<file path="src/rtl/iepr_regs.svh">
// Purpose: Register offsets, field positions, reset values for the interrupt enable/priority block
// Assumes: APB byte addresses, one 32-bit word per register
// Notes:   Definitions only
`ifndef IEPR_REGS_SVH
`define IEPR_REGS_SVH

// -----------------------------------------------------------------------------
// Register byte offsets
// -----------------------------------------------------------------------------
`define IEPR_ENABLE_MASK_OFS      8'ha8   // interrupt_enable_mask
`define IEPR_PRIORITY_SELECT_OFS  8'hb8   // interrupt_priority_select
`define IEPR_PENDING_STATUS_OFS   8'hc0   // Gated pending requests, read only
`define IEPR_SERVICE_STATUS_OFS   8'hc4   // Service state and current source, read only

// -----------------------------------------------------------------------------
// Reset values
// -----------------------------------------------------------------------------
`define IEPR_ENABLE_MASK_RST      7'h00
`define IEPR_PRIORITY_SELECT_RST  7'h00
`define IEPR_PRIORITY_BIT7_VAL    1'b1    // Unused top priority bit reads one

// -----------------------------------------------------------------------------
// Source positions (also fixed ordering, lowest index first)
// -----------------------------------------------------------------------------
`define IEPR_SRC_EXT0    0
`define IEPR_SRC_TIMER0  1
`define IEPR_SRC_EXT1    2
`define IEPR_SRC_TIMER1  3
`define IEPR_SRC_SERIAL  4
`define IEPR_SRC_TIMER2  5
`define IEPR_SRC_SPI     6
`define IEPR_NUM_SRC     7

`endif

</file>
<file path="src/rtl/iepr_pkg.sv">
// Purpose: Types shared by the interrupt enable/priority block
// Assumes: Nothing beyond SystemVerilog packages
// Notes:   Constants live in iepr_regs.svh
package iepr_pkg;

	// -------------------------------------------------------------------------
	// Service nesting state, one-hot
	// -------------------------------------------------------------------------
	typedef enum logic [3:0]
	{
		SVC_IDLE = 4'b0001,   // Nothing in service
		SVC_LOW  = 4'b0010,   // Low-level handler running
		SVC_HIGH = 4'b0100,   // High-level handler, nothing underneath
		SVC_NEST = 4'b1000    // High-level handler preempted a low one
	} iepr_svc_e;

	typedef logic [2:0] iepr_src_t;   // Source number

endpackage : iepr_pkg

</file>
<file path="src/rtl/iepr_top.sv">
// Purpose: Interrupt enable masking and two-level priority selection
// Assumes: APB slave, zero wait states; core acks and ends service by pulses
// Notes:   Requests of equal level resolve by fixed source order
//
// Notes on behaviour
// Timer-1 enable bit three gates timer-1 overflow
// Enable bit two gates external input one
// Priority bit six sets SPI level
// Priority bit four sets serial port level
// High preempts low; fixed order within level
`timescale 1ns/1ps
`include "iepr_regs.svh"
`default_nettype none

module iepr_top
(
	input  wire logic               pclk,                      // System clock, 25 MHz
	input  wire logic               presetn,                   // Async reset, active low
	input  wire logic               psel,                      // APB select
	input  wire logic               penable,                   // APB access phase
	input  wire logic               pwrite,                    // APB direction
	input  wire logic [7:0]         paddr,                     // APB byte address
	input  wire logic [31:0]        pwdata,                    // APB write data
	output logic      [31:0]        prdata,                    // APB read data
	output logic                    pready,                    // APB ready
	output logic                    pslverr,                   // APB error, unmapped address
	input  wire logic               ext_input0_pend,           // External input 0 pending
	input  wire logic               timer0_overflow_flag,      // Timer 0 overflow
	input  wire logic               ext_irq_input_1,           // External input 1 request
	input  wire logic               timer1_overflow_flag,      // Timer 1 overflow
	input  wire logic               serial_rx_flag,            // Serial port receive done
	input  wire logic               serial_tx_flag,            // Serial port transmit done
	input  wire logic               timer2_low_overflow_flag,  // Timer 2 low byte overflow
	input  wire logic               timer2_high_overflow_flag, // Timer 2 high byte overflow
	input  wire logic [3:0]         spi_flags,                 // SPI event flags
	output logic                    irq_req,                   // Request to the core
	output logic                    irq_level,                 // Level of request, 1 = high
	output logic      [2:0]         irq_source,                // Source number of request
	input  wire logic               irq_ack,                   // Core takes request, pulse
	input  wire logic               irq_done                   // Core ends handler, pulse
);

	// -------------------------------------------------------------------------
	// Declarations
	// -------------------------------------------------------------------------
	localparam int NSRC = `IEPR_NUM_SRC;

	logic [NSRC-1:0]      en_r;          // Per-source enable bits
	logic [NSRC-1:0]      prio_r;        // Per-source priority bits
	logic [NSRC-1:0]      raw_pend;      // Pending flags per source
	logic [NSRC-1:0]      gated;         // Enabled pending flags
	logic [NSRC-1:0]      cand_hi;       // Enabled high-level requests
	logic [NSRC-1:0]      cand_lo;       // Enabled low-level requests
	iepr_pkg::iepr_svc_e  svc_r;         // Service nesting state
	iepr_pkg::iepr_svc_e  svc_nxt;       // Next service state
	iepr_pkg::iepr_src_t  pick_hi;       // Winner among high requests
	iepr_pkg::iepr_src_t  pick_lo;       // Winner among low requests
	logic                 req_nxt;       // Next request strobe
	logic                 lvl_nxt;       // Next request level
	iepr_pkg::iepr_src_t  src_nxt;       // Next request source
	iepr_pkg::iepr_src_t  cur_src_r;     // Source taken last by the core
	logic                 setup;         // APB setup cycle
	logic                 wr_en;         // APB write commits
	logic [31:0]          rd_val;        // Decoded read value
	logic                 bad_addr;      // Address not mapped

	// -------------------------------------------------------------------------
	// Source flags
	// -------------------------------------------------------------------------

	// Collect each peripheral's flags into one pending bit
	always_comb
	begin
		raw_pend                      = '0;
		raw_pend[`IEPR_SRC_EXT0]      = ext_input0_pend;
		raw_pend[`IEPR_SRC_TIMER0]    = timer0_overflow_flag;
		raw_pend[`IEPR_SRC_EXT1]      = ext_irq_input_1;
		raw_pend[`IEPR_SRC_TIMER1]    = timer1_overflow_flag;
		raw_pend[`IEPR_SRC_SERIAL]    = serial_rx_flag | serial_tx_flag;
		raw_pend[`IEPR_SRC_TIMER2]    = timer2_low_overflow_flag | timer2_high_overflow_flag;
		raw_pend[`IEPR_SRC_SPI]       = |spi_flags;
	end

	// Mask and split per source by its priority bit
	genvar gi;
	generate
		for (gi = 0; gi < NSRC; gi++)
		begin : g_src
			assign gated[gi]   = raw_pend[gi] & en_r[gi];   // see R1
			assign cand_hi[gi] = gated[gi] & prio_r[gi];    // see R3
			assign cand_lo[gi] = gated[gi] & ~prio_r[gi];   // see R3
		end
	endgenerate

	// -------------------------------------------------------------------------
	// Fixed-order selection
	// -------------------------------------------------------------------------

	// Lowest set index wins
	function automatic iepr_pkg::iepr_src_t first_set(input logic [NSRC-1:0] v);
		iepr_pkg::iepr_src_t r;
		r = '0;
		for (int k = NSRC - 1; k >= 0; k--)
		begin
			if (v[k])
			begin
				r = iepr_pkg::iepr_src_t'(k);
			end
		end
		return r;
	endfunction : first_set

	assign pick_hi = first_set(cand_hi);
	assign pick_lo = first_set(cand_lo);

	// Offer a request only above the level now in service
	always_comb
	begin
		req_nxt = 1'b0;
		lvl_nxt = 1'b0;
		src_nxt = '0;
		if ((|cand_hi) && (svc_r == iepr_pkg::SVC_IDLE || svc_r == iepr_pkg::SVC_LOW))
		begin
			// High level preempts a running low handler
			req_nxt = 1'b1;
			lvl_nxt = 1'b1;
			src_nxt = pick_hi;
		end
		else if ((|cand_lo) && svc_r == iepr_pkg::SVC_IDLE)
		begin
			// Low level only when nothing is in service
			req_nxt = 1'b1;
			src_nxt = pick_lo;
		end
	end

	// Request outputs from flops, refreshed every cycle
	always_ff @(posedge pclk or negedge presetn)
	begin
		if (!presetn)
		begin
			irq_req    <= 1'b0;
			irq_level  <= 1'b0;
			irq_source <= 3'h0;
		end
		else
		begin
			// A cycle of ack drops the request until service state settles
			irq_req    <= req_nxt & ~(irq_ack & irq_req);
			irq_level  <= lvl_nxt;
			irq_source <= src_nxt;
		end
	end

	// -------------------------------------------------------------------------
	// Service nesting
	// -------------------------------------------------------------------------

	// Next state on ack of the offered request or end of handler
	always_comb
	begin
		svc_nxt = svc_r;
		if (irq_ack && irq_req)
		begin
			unique case (svc_r)
				iepr_pkg::SVC_IDLE: svc_nxt = irq_level ? iepr_pkg::SVC_HIGH : iepr_pkg::SVC_LOW;
				iepr_pkg::SVC_LOW:  svc_nxt = iepr_pkg::SVC_NEST;
				iepr_pkg::SVC_HIGH: svc_nxt = iepr_pkg::SVC_HIGH;
				iepr_pkg::SVC_NEST: svc_nxt = iepr_pkg::SVC_NEST;
			endcase
		end
		else if (irq_done)
		begin
			unique case (svc_r)
				iepr_pkg::SVC_IDLE: svc_nxt = iepr_pkg::SVC_IDLE;
				iepr_pkg::SVC_LOW:  svc_nxt = iepr_pkg::SVC_IDLE;
				iepr_pkg::SVC_HIGH: svc_nxt = iepr_pkg::SVC_IDLE;
				iepr_pkg::SVC_NEST: svc_nxt = iepr_pkg::SVC_LOW;   // Resume preempted handler
			endcase
		end
	end

	// Service state register
	always_ff @(posedge pclk or negedge presetn)
	begin
		if (!presetn)
		begin
			svc_r <= iepr_pkg::SVC_IDLE;
		end
		else
		begin
			svc_r <= svc_nxt;
		end
	end

	// Remember which source the core took last
	always_ff @(posedge pclk or negedge presetn)
	begin
		if (!presetn)
		begin
			cur_src_r <= '0;
		end
		else if (irq_ack && irq_req)
		begin
			cur_src_r <= irq_source;
		end
	end

	// -------------------------------------------------------------------------
	// APB slave
	// -------------------------------------------------------------------------
	assign setup  = psel & ~penable;
	assign pready = penable;                        // Zero wait states
	assign wr_en  = psel & penable & pwrite;

	// Read decode
	always_comb
	begin
		rd_val   = 32'h0000_0000;
		bad_addr = 1'b0;
		unique case (paddr)
			`IEPR_ENABLE_MASK_OFS:     rd_val[NSRC-1:0] = en_r;
			`IEPR_PRIORITY_SELECT_OFS: rd_val[7:0] = {`IEPR_PRIORITY_BIT7_VAL, prio_r};
			`IEPR_PENDING_STATUS_OFS:  rd_val[NSRC-1:0] = gated;
			`IEPR_SERVICE_STATUS_OFS:  rd_val[6:0] = {cur_src_r, svc_r};
			default:                   bad_addr = 1'b1;
		endcase
	end

	// Read data and error latched in setup, stable through access
	always_ff @(posedge pclk or negedge presetn)
	begin
		if (!presetn)
		begin
			prdata  <= 32'h0000_0000;
			pslverr <= 1'b0;
		end
		else if (setup)
		begin
			prdata  <= pwrite ? 32'h0000_0000 : rd_val;
			pslverr <= bad_addr;
		end
	end

	// Enable mask register
	always_ff @(posedge pclk or negedge presetn)
	begin
		if (!presetn)
		begin
			en_r <= `IEPR_ENABLE_MASK_RST;
		end
		else if (wr_en && paddr == `IEPR_ENABLE_MASK_OFS)
		begin
			en_r <= pwdata[NSRC-1:0];   // see R1
		end
	end

	// Priority select register, top bit not writable
	always_ff @(posedge pclk or negedge presetn)
	begin
		if (!presetn)
		begin
			prio_r <= `IEPR_PRIORITY_SELECT_RST;
		end
		else if (wr_en && paddr == `IEPR_PRIORITY_SELECT_OFS)
		begin
			prio_r <= pwdata[NSRC-1:0];   // see R3
		end
	end

	// -------------------------------------------------------------------------
	// Assertions
	// -------------------------------------------------------------------------
	property p_timer1_masked;
		@(posedge pclk) disable iff (!presetn)
		(irq_req && irq_source == 3'h3) |-> $past(en_r[3]) && $past(timer1_overflow_flag);
	endproperty
	a_timer1_masked: assert property (p_timer1_masked)
		else $error("Timer 1 request while masked or not pending");

	property p_ext1_masked;
		@(posedge pclk) disable iff (!presetn)
		(!en_r[2] && !wr_en) |=> !(irq_req && irq_source == 3'h2);
	endproperty
	a_ext1_masked: assert property (p_ext1_masked)
		else $error("External input 1 request passed a cleared enable");

	property p_spi_level;
		@(posedge pclk) disable iff (!presetn)
		(irq_req && irq_source == 3'h6) |-> irq_level == $past(prio_r[6]);
	endproperty
	a_spi_level: assert property (p_spi_level)
		else $error("SPI request level differs from priority bit six");

	property p_serial_level;
		@(posedge pclk) disable iff (!presetn)
		(irq_req && irq_source == 3'h4) |-> irq_level == $past(prio_r[4]);
	endproperty
	a_serial_level: assert property (p_serial_level)
		else $error("Serial port request level differs from priority bit four");

	property p_preempt;
		@(posedge pclk) disable iff (!presetn)
		(svc_r == iepr_pkg::SVC_LOW && |cand_hi && !irq_ack) |=> irq_req && irq_level;
	endproperty
	a_preempt: assert property (p_preempt)
		else $error("High request failed to preempt low service");

	property p_order;
		@(posedge pclk) disable iff (!presetn)
		(svc_r == iepr_pkg::SVC_IDLE && !irq_ack && cand_hi[4] && cand_hi[6]) |=> irq_source == 3'h4;
	endproperty
	a_order: assert property (p_order)
		else $error("Fixed source order not kept");

	property p_no_lower;
		@(posedge pclk) disable iff (!presetn)
		(svc_r == iepr_pkg::SVC_HIGH || svc_r == iepr_pkg::SVC_NEST) |=> !irq_req;
	endproperty
	a_no_lower: assert property (p_no_lower)
		else $error("Request offered during high-level service");

endmodule : iepr_top

`default_nettype wire

</file>
<file path="config.mk">
export PLATFORM = sky130hd
export DESIGN_NAME = iepr_top
export DESIGN_NICKNAME = d
export VERILOG_FILES = /design/src/rtl/iepr_pkg.sv /design/src/rtl/iepr_top.sv
export VERILOG_INCLUDE_DIRS = /design/src /design/src/rtl
export SDC_FILE = /design/constraint.sdc
export NUM_CORES = 1
export LEC_CHECK = 0
export ABC_AREA = 1
export BUFFER_PORTS_ARGS = -buffer_cell sky130_fd_sc_hd__buf_2
export CAP_MARGIN = 20
export CORE_UTILIZATION = 48
export CTS_CLUSTER_SIZE = 16
export DETAILED_ROUTE_END_ITERATION = 12
export GPL_ROUTABILITY_DRIVEN = 1
export PLACE_DENSITY = 0.91
export SYNTH_ARGS = -nofsm -noshare
export SYNTH_HDL_FRONTEND = slang
export SYNTH_SLANG_ARGS = --single-unit
</file>
<file path="constraint.sdc">
create_clock -name pclk -period 1.7 [get_ports pclk]
set_clock_uncertainty 0.2 [all_clocks]
set_input_delay 0.51 -clock pclk [delete_from_list [all_inputs] [get_ports pclk]]
set_output_delay 0.51 -clock pclk [all_outputs]
set_load 0.01 [all_outputs]
</file>
* After elaboration in Yosys (flattened, before gate mapping)
Cells that the tools add are included.
Word-level totals: bits in registers 59, input port bits 59, logic and storage cells 95, output and inout port bits 39
Operators by class: multiplexer cells 28, eq/ne operators 8, reductions and logical operators 13, bitwise gates (word level) 37
Operators by type and width (count):
- 2-to-1 mux 3 bit | 17
- == test 8 bit, second input constant | 4
- one-hot mux 7 bit (4 select lines) | 1
- bitwise AND 1 bit | 26
- OR reduction 7 bit | 2
- one-hot mux 4 bit (3 select lines) | 1
- inverter 1 bit | 9
- 2-to-1 mux 4 bit | 2
- 2-to-1 mux 8 bit | 1
- one-hot mux 4 bit (2 select lines) | 1
- OR reduction 4 bit | 2
- logical AND 1 bit | 5
- 2-to-1 mux 1 bit | 5
- == test 4 x 1 -> 1 bit, second input constant | 1
- == test 4 x 2 -> 1 bit, second input constant | 1
- == test 4 x 3 -> 1 bit, second input constant | 1
- == test 4 bit, second input constant | 1
- OR reduction 3 bit | 1
- OR 1 bit | 2
- nonzero test 2 bit | 1
- OR reduction 2 bit | 1
- logical OR 1 bit | 1

* Longest topological paths before layout
Gate-level depths: netlist of the first run.
word-level depth 12, depth in mapped cells 10

* Least setup slack after synthesis of the first run
Ideal clock, no wire load.
kind input-to-reg, start point in paddr[1], end point reg en_r[5], setup time 118 ps, arrival 1384 ps, path buffers 1, required time 1382 ps, path slack -2 ps, stages 7, path through nor2_2 -> nand3_2 -> nor3_4 -> nand2_4 -> buf_6 -> nand2_2 -> o21ai_2
On the way: longest elaborated chain between the ends 2
Ends and longest elaborated chain:
- start, declared | RTL line iepr_top.sv:22 | input wire logic [7:0] paddr,
- == test 8 bit
- logical AND 1 bit (no source line)
- end signal, assigned | RTL line iepr_top.sv:250 | en_r <= `IEPR_ENABLE_MASK_RST;
- end signal, assigned | RTL line iepr_top.sv:254 | en_r <= pwdata[NSRC-1:0];
- end, declared | RTL line iepr_top.sv:48 | logic [NSRC-1:0] en_r;
No other way between the ends. A chain may end at the register's enable or synchronous reset.

* Worst setup path after layout of the first run
start point in paddr[1], end point reg prdata[1]
On the way: longest elaborated chain between the ends 3, elaborated cells on any way between the ends 6, classes of those cells 4 x eq/ne; 2 x mux
Ends and longest elaborated chain:
- == test 8 bit | RTL line iepr_top.sv:221 | unique case (paddr)
- one-hot mux 7 bit (4 select lines) (*) | RTL line iepr_top.sv:221
- 2-to-1 mux 8 bit (*) | RTL line iepr_top.sv:240 | prdata <= pwrite ? 32'h0000_0000 : rd_val;
- end signal, assigned | RTL line iepr_top.sv:240
- end, declared | RTL line iepr_top.sv:24 | output logic [31:0] prdata,
Mark *: on every way between the ends. The rest lies on a longest branch, timed or not.

==> results of run 1 <==
## per-layer routing
layer | GRT usage | vias up
met4 | 0.1089 | 0
li1 | - | 1064
met3 | 0.05339 | 13
met2 | 0.3387 | 66
met5 | 0 | -
met1 | 0.2657 | 905
## cells in the mapped netlist
| master | n |
|---|---|
| a21oi_1 | 2 |
| conb_1 | 1 |
| o22ai_1 | 2 |
| nand2_1 | 105 |
| nand2_4 | 1 |
| nor3_1 | 1 |
| dfrtp_1 | 34 |
| nor2_1 | 20 |
| inv_2 | 4 |
| inv_1 | 30 |
| nand4_1 | 1 |
| o21ai_2 | 14 |
| nand3_2 | 2 |
| a31oi_1 | 1 |
| a21oi_4 | 1 |
| nor3_4 | 2 |
| o21ai_0 | 10 |
| o21a_1 | 1 |
| nand3b_1 | 1 |
| dfstp_2 | 1 |
| nor2_2 | 1 |
| nand3_1 | 31 |
| buf_4 | 26 |
| o21ai_1 | 8 |
| buf_6 | 1 |
| or2_2 | 2 |
| nand2_2 | 4 |
## repair_timing
item | CTS | global route
setup endpoints to repair | 0 | 2
endpoints found under the hold margin | 11 | 0
gates resized for setup | 0 | 1
hold buffers | 1 | 0
## flip-flops by register name, summed over array words and instances, names as in the netlist
signal and count:
irq_req 1, irq_level 1, prio_r 7, prdata 8, en_r 7, cur_src_r 3
svc_r 4, irq_source 3, pslverr 1
## cell usage in the layout (no fill, tap or decap), drive strengths merged
master,instances
dfrtp,34
o21a,1
nand2,110
clkbuf,6
inv,34
o21ai,32
conb,24
dlygate4sd3,1
or2,2
buf,64
nor3,3
nand3,33
nor2,21
a21oi,3
o22ai,2
clkinv,1
bufinv,1
nand3b,1
dfstp,1
a31oi,1
nand4,1
## power breakdown
group	total [mW]	leakage [nW]	switching, mW	internal [mW]
Sequential	0.859	0.482	0.0128	0.847
Combinational	0.197	1.01	0.123	0.0741
Clock	0.759	0.0612	0.285	0.474
Total	1.82	1.55	0.421	1.39
## tightest hold or removal path, delay by kind of cell, from the launching register on
family	cells	cell delay, ns
simple gates	2	0.10
flops	1	0.34
## per-stage QoR
stage / std cells / setup TNS, ns / setup slack [ns]
finish: 428 / 0 / 0.1657
floorplan: 330 / 0 / 0.04583
detailed placement: 419 / -1.833 / -0.1357
global route: 428 / 0 / 0.04537
CTS: 428 / 0 / 0.1498
global placement: 419 / -0.9831 / -0.06605
## cell families (layout without fill, tap and decap cells)
logic type             after synthesis  in the layout  synth area share
AOI/OAI and AO/OA                   39             39            0.1189
buffers and inverters               61            107            0.1497
DFF                                 35             35            0.3932
other                                1             24          0.001681
and+or+nand+nor                    171            171            0.3365
## cell type report
type	count	area, sq um
clock inverters	2	35.03
well taps	52	65.06
flip-flops and latches	35	877.1
multi-input cells	234	1114
clock buffers	6	82.58
fillers	392	1730
inverters	34	127.6
repair buffers	65	382.9
## final timing paths
check	start	end	slack [ns]	depth (start not counted)
worst max register to register	svc_r[2]	irq_source[0]	0.19	8
worst min register to register	irq_source[0]	cur_src_r[0]	0.26	2
worst min-delay path	irq_source[0]	cur_src_r[0]	0.26	2
worst max-delay path	paddr[1]	prdata[1]	0.17	7
min in group asynchronous	presetn	svc_r[1]	0.44	2
max in group asynchronous	presetn	prio_r[5]	0.45	3
==> metrics.md, run 1 <==
| Metric | Value |
|---|---|
| WL per Instance | `between 10 and 15 um` |
| Clk buf depth | `2` |
| Vias in the first global route | `1894` |
| Synth warn | `0` |
| CTS Buf Count | `5` |
| Period minus WS final | `~1.5 ns` |
| Outcome | `finished, final reports clean` |
| Final Setup Violations | `0` |
| Power Dens Cells | `roughly 680 nW/um^2` |
| Critical Path, Cell by Cell | `buf_2 > nor2_4 > nand3_2 > or2_2 > a21oi_4 > o21ai_1 > nand2_1` |
| Syn_area_per_cell | `7.267 sq um` |
| Top sig layer | `met4` |
| Critical Path AT | `approximately 1.6 ns` |
| Synth-to-Final Area Change | `20.30%` |
| Clk pin slew, worst setup/hold paths | `around 0.070 ns` |
| TritonCTS clock tree | `done` |
| Worst vdd ir | `about 380 uV` |
| GRT Total Usage | `0.2122` |
| Final hold violations | `0` |
| Final net count | `about 430` |
| CP Data Required Time | `1.73 ns` |
| First-pass DRT Iterations | `4` |
| Kind of critical path | `input pin to flop` |
| Core ar. | `~4400 sq um` |
| Seq cells post-synth | `35` |
| Largest net degree at the start of global routing | `24` |
| CP peak stage delay | `~0.33 ns` |
| Initial antenna violation count | `0` |
| Hold Path Class | `flop to flop` |
| Top delay family on crit path | `simple AND/OR/NAND/NOR gates` |
| Post-synth top area share | `0.3814` |
| Post-synthesis sequential area ratio | `0.3932` |
| Post-DP HPWL | `roughly 3800 um` |
| Gr ovfl total | `0` |
| First-pass GRT wire length | `between 8000 and 9000 um` |
| Fin area | `between 2000 and 3000 sq um` |
| Vias per inst | `between 4 and 5` |
| Worst setup EP type | `flop` |
| Post-Route WL | `approximately 4600 um` |
| Max-cap violations | `0` |
| Met3 routed wirelength | `between 150 and 200 um` |
| Post-Synthesis Cells | `307` |
| # diodes | `0` |
| Total power | `around 1.8 mW` |
| Startpoint types | `input pin` |
| Final Max Slew Viols | `0` |
| H-tree Lvls | `2` |
| Post-CTS Setup Repair Bufs | `0` |
| Later-pin clock latency in the skew report | `between 0.2 and 0.3 ns` |
| Via count | `between 2000 and 2500` |
| Iteration-0 DRC Markers | `126` |
| Residual DRC | `0` |
| Fin crit share | `0.9025` |
| Row count | `24` |
| CTS root buf | `clkbuf_8` |
| RSZ-0062 raised after global routing | `no` |
| Mapped Area | `around 2200 sq um` |
| Die width | `approximately 70 um` |
| F_max | `about 650 MHz` |
| Synth unique cells | `27` |
| Lkg Pwr | `roughly 1.5 nW` |
| CP bufs+invs | `1` |
| Die area | `a little under 5000 sq um` |
| Global placer's final weighted congestion | `0.9283` |
| Met2 routed WL | `between 2000 and 2500 um` |
| Hold slack final | `between 0.2 and 0.3 ns` |
| Ratio of cells with drive above 1 in the final layout | `0.2793` |
| Met1 Routed Length | `approximately 2000 um` |
| Remaining antenna violation count | `0` |
| Finished Core Util | `0.6080` |
| Post-Place Cell Area | `2554 sq um` |
| IO Pins | `around 100` |
| Die H | `70.18 um` |
| Slowest CP cell | `or2_2` |
| Buffers on Ports | `48` |
| Clk sinks | `35` |
| Crit Path Max Fanout | `7` |
| Post-synth top area cell | `dfrtp_1` |
| Top area cells in the synthesized netlist | `dfrtp_1 (38%), nand2_1 (18%), buf_4 (8.7%)` |
| Starting density of the core | `0.5054` |
Note: power is estimated with default switching activity, not from simulation.
==> run 2: changes to the inputs <==
--- a/config.mk
+++ b/config.mk
@@ -14,6 +14,7 @@
 export DETAILED_ROUTE_END_ITERATION = 12
 export GPL_ROUTABILITY_DRIVEN = 1
 export PLACE_DENSITY = 0.91
+export REMOVE_ABC_BUFFERS = 1
 export SYNTH_ARGS = -nofsm -noshare
 export SYNTH_HDL_FRONTEND = slang
 export SYNTH_SLANG_ARGS = --single-unit
==> run 2 against run 1 <==
Against the previous run: combinational power is essentially flat; global-route usage fell by 0.58 points; sequential share of layout area is 0.34 points higher; via count is 4.3% higher; cell count shrank 0.23%; die area stayed put; wire length grew 1.1%; core utilization is 0.62 points lower; worst hold slack better by 0.0042 ns; largest cell class unchanged; largest power group unchanged; highest routed layer unchanged.
==> metrics.md, run 2 (synthesized netlist as in run 1, its figures left out) <==
| Metric | Value |
|---|---|
| Outcome | `finished, final reports clean` |
| Fin crit share | `0.9257` |
| CTS root buf | `clkbuf_8` |
| Post-Route WL | `around 4700 um` |
| CTS Buf Count | `5` |
| First-pass GRT wire length | `between 8000 and 9000 um` |
| Place WS | `-0.1470 ns` |
| Finished Core Util | `0.6018` |
| Top reg by flops | `prdata` |
| Final Max Slew Viols | `0` |
| Lkg Pwr | `1.535 nW` |
| TritonCTS clock tree | `done` |
| Startpoint types | `input pin` |
| Crit Path Max Fanout | `7` |
| Gr ovfl total | `0` |
| Final Setup Violations | `0` |
| Slowest CP cell | `or2_2` |
| H-tree Lvls | `2` |
| Clk sinks | `35` |
| Core ar. | `between 4000 and 5000 sq um` |
| First-pass DRT Iterations | `5` |
| Final hold violations | `0` |
| Vias per inst | `5.002` |
| Synth-to-Final Area Change | `19.07%` |
| Global placer's final weighted congestion | `between 0.9 and 1` |
| Clk pin slew, worst setup/hold paths | `~0.06 ns` |
| Critical Path AT | `~1.6 ns` |
| CP Data Required Time | `approximately 1.7 ns` |
| GRT Total Usage | `0.2064` |
| Biggest regs | `prdata: 8 flops, en_r: 7 flops, prio_r: 7 flops` |
| Worst setup EP type | `flop` |
| Largest net degree at the start of global routing | `23` |
| Max FFs per register | `8` |
| RSZ-0062 raised after global routing | `no` |
| Buffers on Ports | `48` |
| Ratio of cells with drive above 1 in the final layout | `0.2773` |
| Remaining antenna violation count | `0` |
| Kind of critical path | `input pin to flop` |
| Critical Path, Cell by Cell | `buf_2 > nor2_2 > nand3_2 > or2_2 > a21oi_4 > o21ai_1 > nand2_1` |
| Post-CTS Setup Repair Bufs | `0` |
| Post-DP HPWL | `3812 um` |
| Layout fillers | `approximately 400` |
| Final Non-Filler Cells | `about 430` |
| CP peak stage delay | `~0.33 ns` |
| Most frequent cells in the layout | `nand2_1 (104), buf_2 (48), dfrtp_1 (34)` |
| Most common cell after layout, fill and taps aside | `nand2_1` |
| Power Dens Cells | `~640 nW/um^2` |
| Worst setup margin | `0.1262 ns` |
| Setup TNS | `0 ns` |
| F_max | `~640 MHz` |
| Via count | `2136` |
| Die area | `4925 sq um` |
| CP bufs+invs | `1` |
| Period minus WS final | `about 1.6 ns` |
| Max-cap violations | `0` |
| IO Pins | `98` |
| Placed cell count | `~420` |
| Worst vdd ir | `283.8 uV` |
| Top delay family on crit path | `simple AND/OR/NAND/NOR gates` |
| Initial antenna violation count | `0` |
| Hold Path Class | `flop to flop` |
| Vias in the first global route | `around 2000` |
| Later-pin clock latency in the skew report | `0.28 ns` |
| # diodes | `0` |
| Residual DRC | `0` |
| Die width | `70.18 um` |
| Starting density of the core | `0.5054` |
| Clk buf depth | `2` |
| Row count | `24` |
| WL per Instance | `11.00 um` |
| Die H | `between 70 and 80 um` |
| Iteration-0 DRC Markers | `approximately 140` |
| Final net count | `433` |
==> run 2: through the flow <==
step                      hold slack [ns]  total power, mW  cell area, sq um
final                              0.2640            1.695              2656
after global placement             0.2164            1.061              2541
after floorplan                   0.01441           0.9639              2111
after CTS                          0.2671            1.700              2651
after detailed placement           0.2234            1.067              2541
after global routing               0.3108            1.768              2656
==> run 2: per-layer routing <==
layer  GRT usage  part of all wire  wire length, um
met4     0.08667             0.035              165
met1      0.2547              0.43             2000
met2      0.3611              0.49             2279
met3     0.02742             0.053              249
met5           0                 0                0
==> run 2: worst register-to-register path, delay by kind of cell (launching register included) <==
kind	cells	cell delay [ns]
flip-flops	1	0.45
AND/OR/NAND/NOR	8	0.76
==> run 2: layout make-up <==
type | count | area, sq um | share of cell area
tap | 52 | 65.06 | 0.02449
clock buffer | 8 | 100.1 | 0.03768
timing repair buffer | 64 | 375.4 | 0.1413
multi-input combinational | 234 | 1111 | 0.4183
inverter | 34 | 127.6 | 0.04805
sequential | 35 | 877.1 | 0.3302
==> run 2: timing repair <==
action	CTS	global route
hold buffers	1	0
endpoints found under the hold margin	12	0
resized for setup	0	2
endpoints found under the setup margin	0	3
==> run 2: path summary, 6_finish.rpt <==
path                                from            end  slack [ns]  cells past startpoint
min in group asynchronous        presetn       svc_r[2]        0.46                      2
max in group asynchronous        presetn        en_r[4]        0.43                      3
hold reg to reg            irq_source[0]   cur_src_r[0]        0.26                      2
setup reg to reg                svc_r[2]  irq_source[0]        0.19                      8
hold / removal             irq_source[0]   cur_src_r[0]        0.26                      2
setup / recovery                paddr[1]      prdata[1]        0.13                      7
==> run 2: power by group <==
group	internal (mW)	total (mW)	switching [mW]	leakage, nW
registers	0.847	0.859	0.0126	0.482
logic	0.0724	0.196	0.123	1.00
clock network	0.369	0.640	0.270	0.0515
==> run 3: changes to the inputs <==
--- a/config.mk
+++ b/config.mk
@@ -6,14 +6,13 @@
 export SDC_FILE = /design/constraint.sdc
 export NUM_CORES = 1
 export LEC_CHECK = 0
-export ABC_AREA = 1
 export BUFFER_PORTS_ARGS = -buffer_cell sky130_fd_sc_hd__buf_2
 export CAP_MARGIN = 20
-export CORE_UTILIZATION = 48
+export CORE_UTILIZATION = 47
 export CTS_CLUSTER_SIZE = 16
 export DETAILED_ROUTE_END_ITERATION = 12
 export GPL_ROUTABILITY_DRIVEN = 1
-export PLACE_DENSITY = 0.91
+export PLACE_DENSITY = 0.9
 export REMOVE_ABC_BUFFERS = 1
 export SYNTH_ARGS = -nofsm -noshare
 export SYNTH_HDL_FRONTEND = slang
==> run 3 against run 2 <==
Against the previous run: clock-buffer cell count stayed put; die area is 1.4% lower; first-iteration DRC count is 39% higher; the flow now finishes with violations (setup timing); critical endpoint is now irq_source[0]; non-clock buffer count is 25 higher; global-route usage is 4.8 points higher; core utilization is 6.2 points higher; critical path type unchanged; highest routed layer unchanged; via count is 5.2% lower.
==> metrics.md, run 3 <==
| Metric | Value |
|---|---|
| Layout fillers | `295` |
| Global placer's final weighted congestion | `0.9914` |
| Biggest regs | `prdata: 8 flops, en_r: 7 flops, prio_r: 7 flops` |
| Largest net degree at the start of global routing | `36` |
| Count of flip-flops with a built-in enable after synthesis | `0` |
| Later-pin clock latency in the skew report | `roughly 0.29 ns` |
| Die area | `4853 sq um` |
| Failing checks | `setup timing` |
| First-pass GRT wire length | `9660 um` |
| Worst reg2reg path depth | `8` |
| Finished Core Util | `0.6638` |
| Syn_area_per_cell | `slightly above 10 sq um` |
| Most common cell after layout, fill and taps aside | `buf_2` |
| Most frequent cells in the layout | `buf_2 (44), buf_4 (35), dfrtp_1 (34)` |
| Post-synth top area share | `0.3953` |
| WL per Instance | `between 15 and 20 um` |
| R2R Path End | `irq_source[0]` |
| Mapped Area | `around 2200 sq um` |
| Power Dens Cells | `584.1 nW/um^2` |
| Post-Synthesis Cells | `around 210` |
| Initial antenna violation count | `0` |
| Fin crit share | `1.171` |
| Clk sinks | `35` |
| Remaining antenna violation count | `0` |
| Residual DRC | `0` |
| Core ar. | `between 4000 and 5000 sq um` |
| Top FF cell, synth | `dfrtp_1` |
| Seq cells post-synth | `35` |
| CP Data Required Time | `1.70 ns` |
| Post-synth top area cell | `dfrtp_1` |
| Buffers on Ports | `between 40 and 50` |
| First-pass DRT Iterations | `5` |
| Post-Place Cell Area | `between 2000 and 3000 sq um` |
| Fin area | `between 2000 and 3000 sq um` |
| Worst vdd ir | `~270 uV` |
| Final hold violations | `0` |
| Synth-to-Final Area Change | `35.23%` |
| Starting density of the core | `0.4909` |
| Clk pin slew, worst setup/hold paths | `0.06 ns` |
| CP peak stage delay | `0.45 ns` |
| Outcome | `complete, but fails checks` |
| Final net count | `between 300 and 400` |
| Via count | `2025` |
| Startpoint types | `input pin` |
| Die H | `around 70 um` |
| Post-synthesis sequential area ratio | `0.4076` |
| Post-synth ARST share | `1.000` |
| Vias per inst | `between 5 and 6` |
| Iteration-0 DRC Markers | `200` |
| Max-cap violations | `0` |
| Worst setup EP type | `flop` |
| Ratio of cells with drive above 1 in the final layout | `0.4764` |
| Total power | `1.700 mW` |
| Clk buf depth | `2` |
| Hold Path Class | `input pin to flop` |
| R2R Path Start | `svc_r[0]` |
| Most frequent cells after synthesis | `dfrtp_1 (34), buf_4 (25), nand2_1 (17), a22oi_1 (10), mux2_2 (10)` |
| GRT Total Usage | `0.2540` |
| Lkg Pwr | `between 1.5 and 2 nW` |
| TritonCTS clock tree | `done` |
| Place WS | `-0.7009 ns` |
| Most frequent cell after synthesis | `dfrtp_1` |
| Hold slack final | `0.1717 ns` |
| RSZ-0062 raised after global routing | `yes` |
| Crit Path Max Fanout | `5` |
| Period minus WS final | `around 2 ns` |
| Worst reg2reg setup slack | `-0.27 ns` |
| Critical Path, Cell by Cell | `buf_8 > o41a_1 > a221o_1 > o21ai_4 > xnor2_1 > a2bb2oi_1` |
| Vias in the first global route | `1956` |
| Worst setup margin | `-0.2907 ns` |
| Row count | `24` |
| Die width | `approximately 70 um` |
| Gr ovfl total | `0` |
| Post-DP HPWL | `around 4000 um` |
| Post-Route WL | `between 6000 and 7000 um` |
| Synth unique cells | `55` |
| CTS Buf Count | `5` |
| Top reg by flops | `prdata` |
| Max FFs per register | `8` |
| F_max | `between 500 and 600 MHz` |
| CTS root buf | `clkbuf_8` |
| Kind of critical path | `input pin to flop` |
| H-tree Lvls | `2` |
| IO Pins | `slightly below 100` |
| Critical Path AT | `between 1.5 and 2 ns` |
| Worst Setup EP | `irq_source[0]` |
| Top area cells in the synthesized netlist | `dfrtp_1 (40%), buf_4 (8.7%), mux2_2 (5.2%)` |
| Slowest CP cell | `o41a_1` |
| # diodes | `0` |
| Synth warn | `0` |
| Crit. Startpoint | `spi_flags[2]` |
| Final Setup Violations | `26` |
| Final Max Slew Viols | `0` |
[run 3: timing repair]
action / CTS / global route
setup endpoints to repair: 26 / 26
pin swaps: 23 / 23
hold endpoints to repair: 34 / 0
cloned: 0 / 0
setup buffers: 5 / 2
hold buffers: 1 / 0
resized for setup: 31 / 14
[run 3: how the worst min path moves through the flow]
| stage | to | cells after the start | slack [ns] | startpoint |
|---|---|---|---|---|
| after CTS | svc_r[0] | 2 | 0.17 | irq_ack |
| after detailed placement | svc_r[0] | 1 | 0.23 | irq_req |
| after global placement | svc_r[0] | 1 | 0.22 | irq_req |
| after floorplan | cur_src_r[0] | 0 | 0.01 | presetn |
| after global routing | svc_r[0] | 2 | 0.17 | irq_ack |
| final | svc_r[0] | 2 | 0.17 | irq_ack |
[run 3: cell type report]
cell class                 instances  area, sq um  share of cell area
multi-input combinational        157         1255              0.4312
sequential                        35        877.1              0.3014
timing repair buffer              89        606.8              0.2085
clock buffer                       8        80.08             0.02752
tap                               52        65.06             0.02236
inverter                           7        26.28            0.009028
[run 3: routing by layer]
metal  track usage  routed length (um)  part of all wire  vias to the layer above
li1              -                   -                 -                      897
met1        0.3126                2387              0.40                      987
met2        0.4326                3041              0.51                      124
met3       0.06977                 475             0.079                       17
met4       0.08000                 114             0.019                        0
met5             0                   0                 0                        -
[run 3: cells by family (layout without fill, tap and decap cells)]
group,after synthesis,after routing,share of synthesized area
other,1,24,0.001743
buffers and inverters,40,104,0.1215
and+or+nand+nor,56,56,0.1535
AOI/OAI and AO/OA,56,56,0.1983
muxes,17,17,0.1012
xor gates and xnor gates,4,4,0.01628
DFF,35,35,0.4076
[run 3: report_power, final]
part           switching [mW]  leakage [nW]  internal (mW)
Clock                   0.287        0.0395          0.291
Combinational           0.142         0.980          0.115
Sequential             0.0155         0.482          0.850
[run 3: worst max-delay path, delay by kind of cell]
kind            cells  cell delay [ns]
compound gates      4             1.24
xor+xnor            1             0.14
buf+inv             1             0.10
[run 3: per-stage QoR]
stage / instances / TNS [ns]
finish: 348 / -4.817
global route: 348 / -5.470
CTS: 349 / -4.004
detailed placement: 335 / -14.52
global placement: 335 / -12.63
floorplan: 199 / -10.50
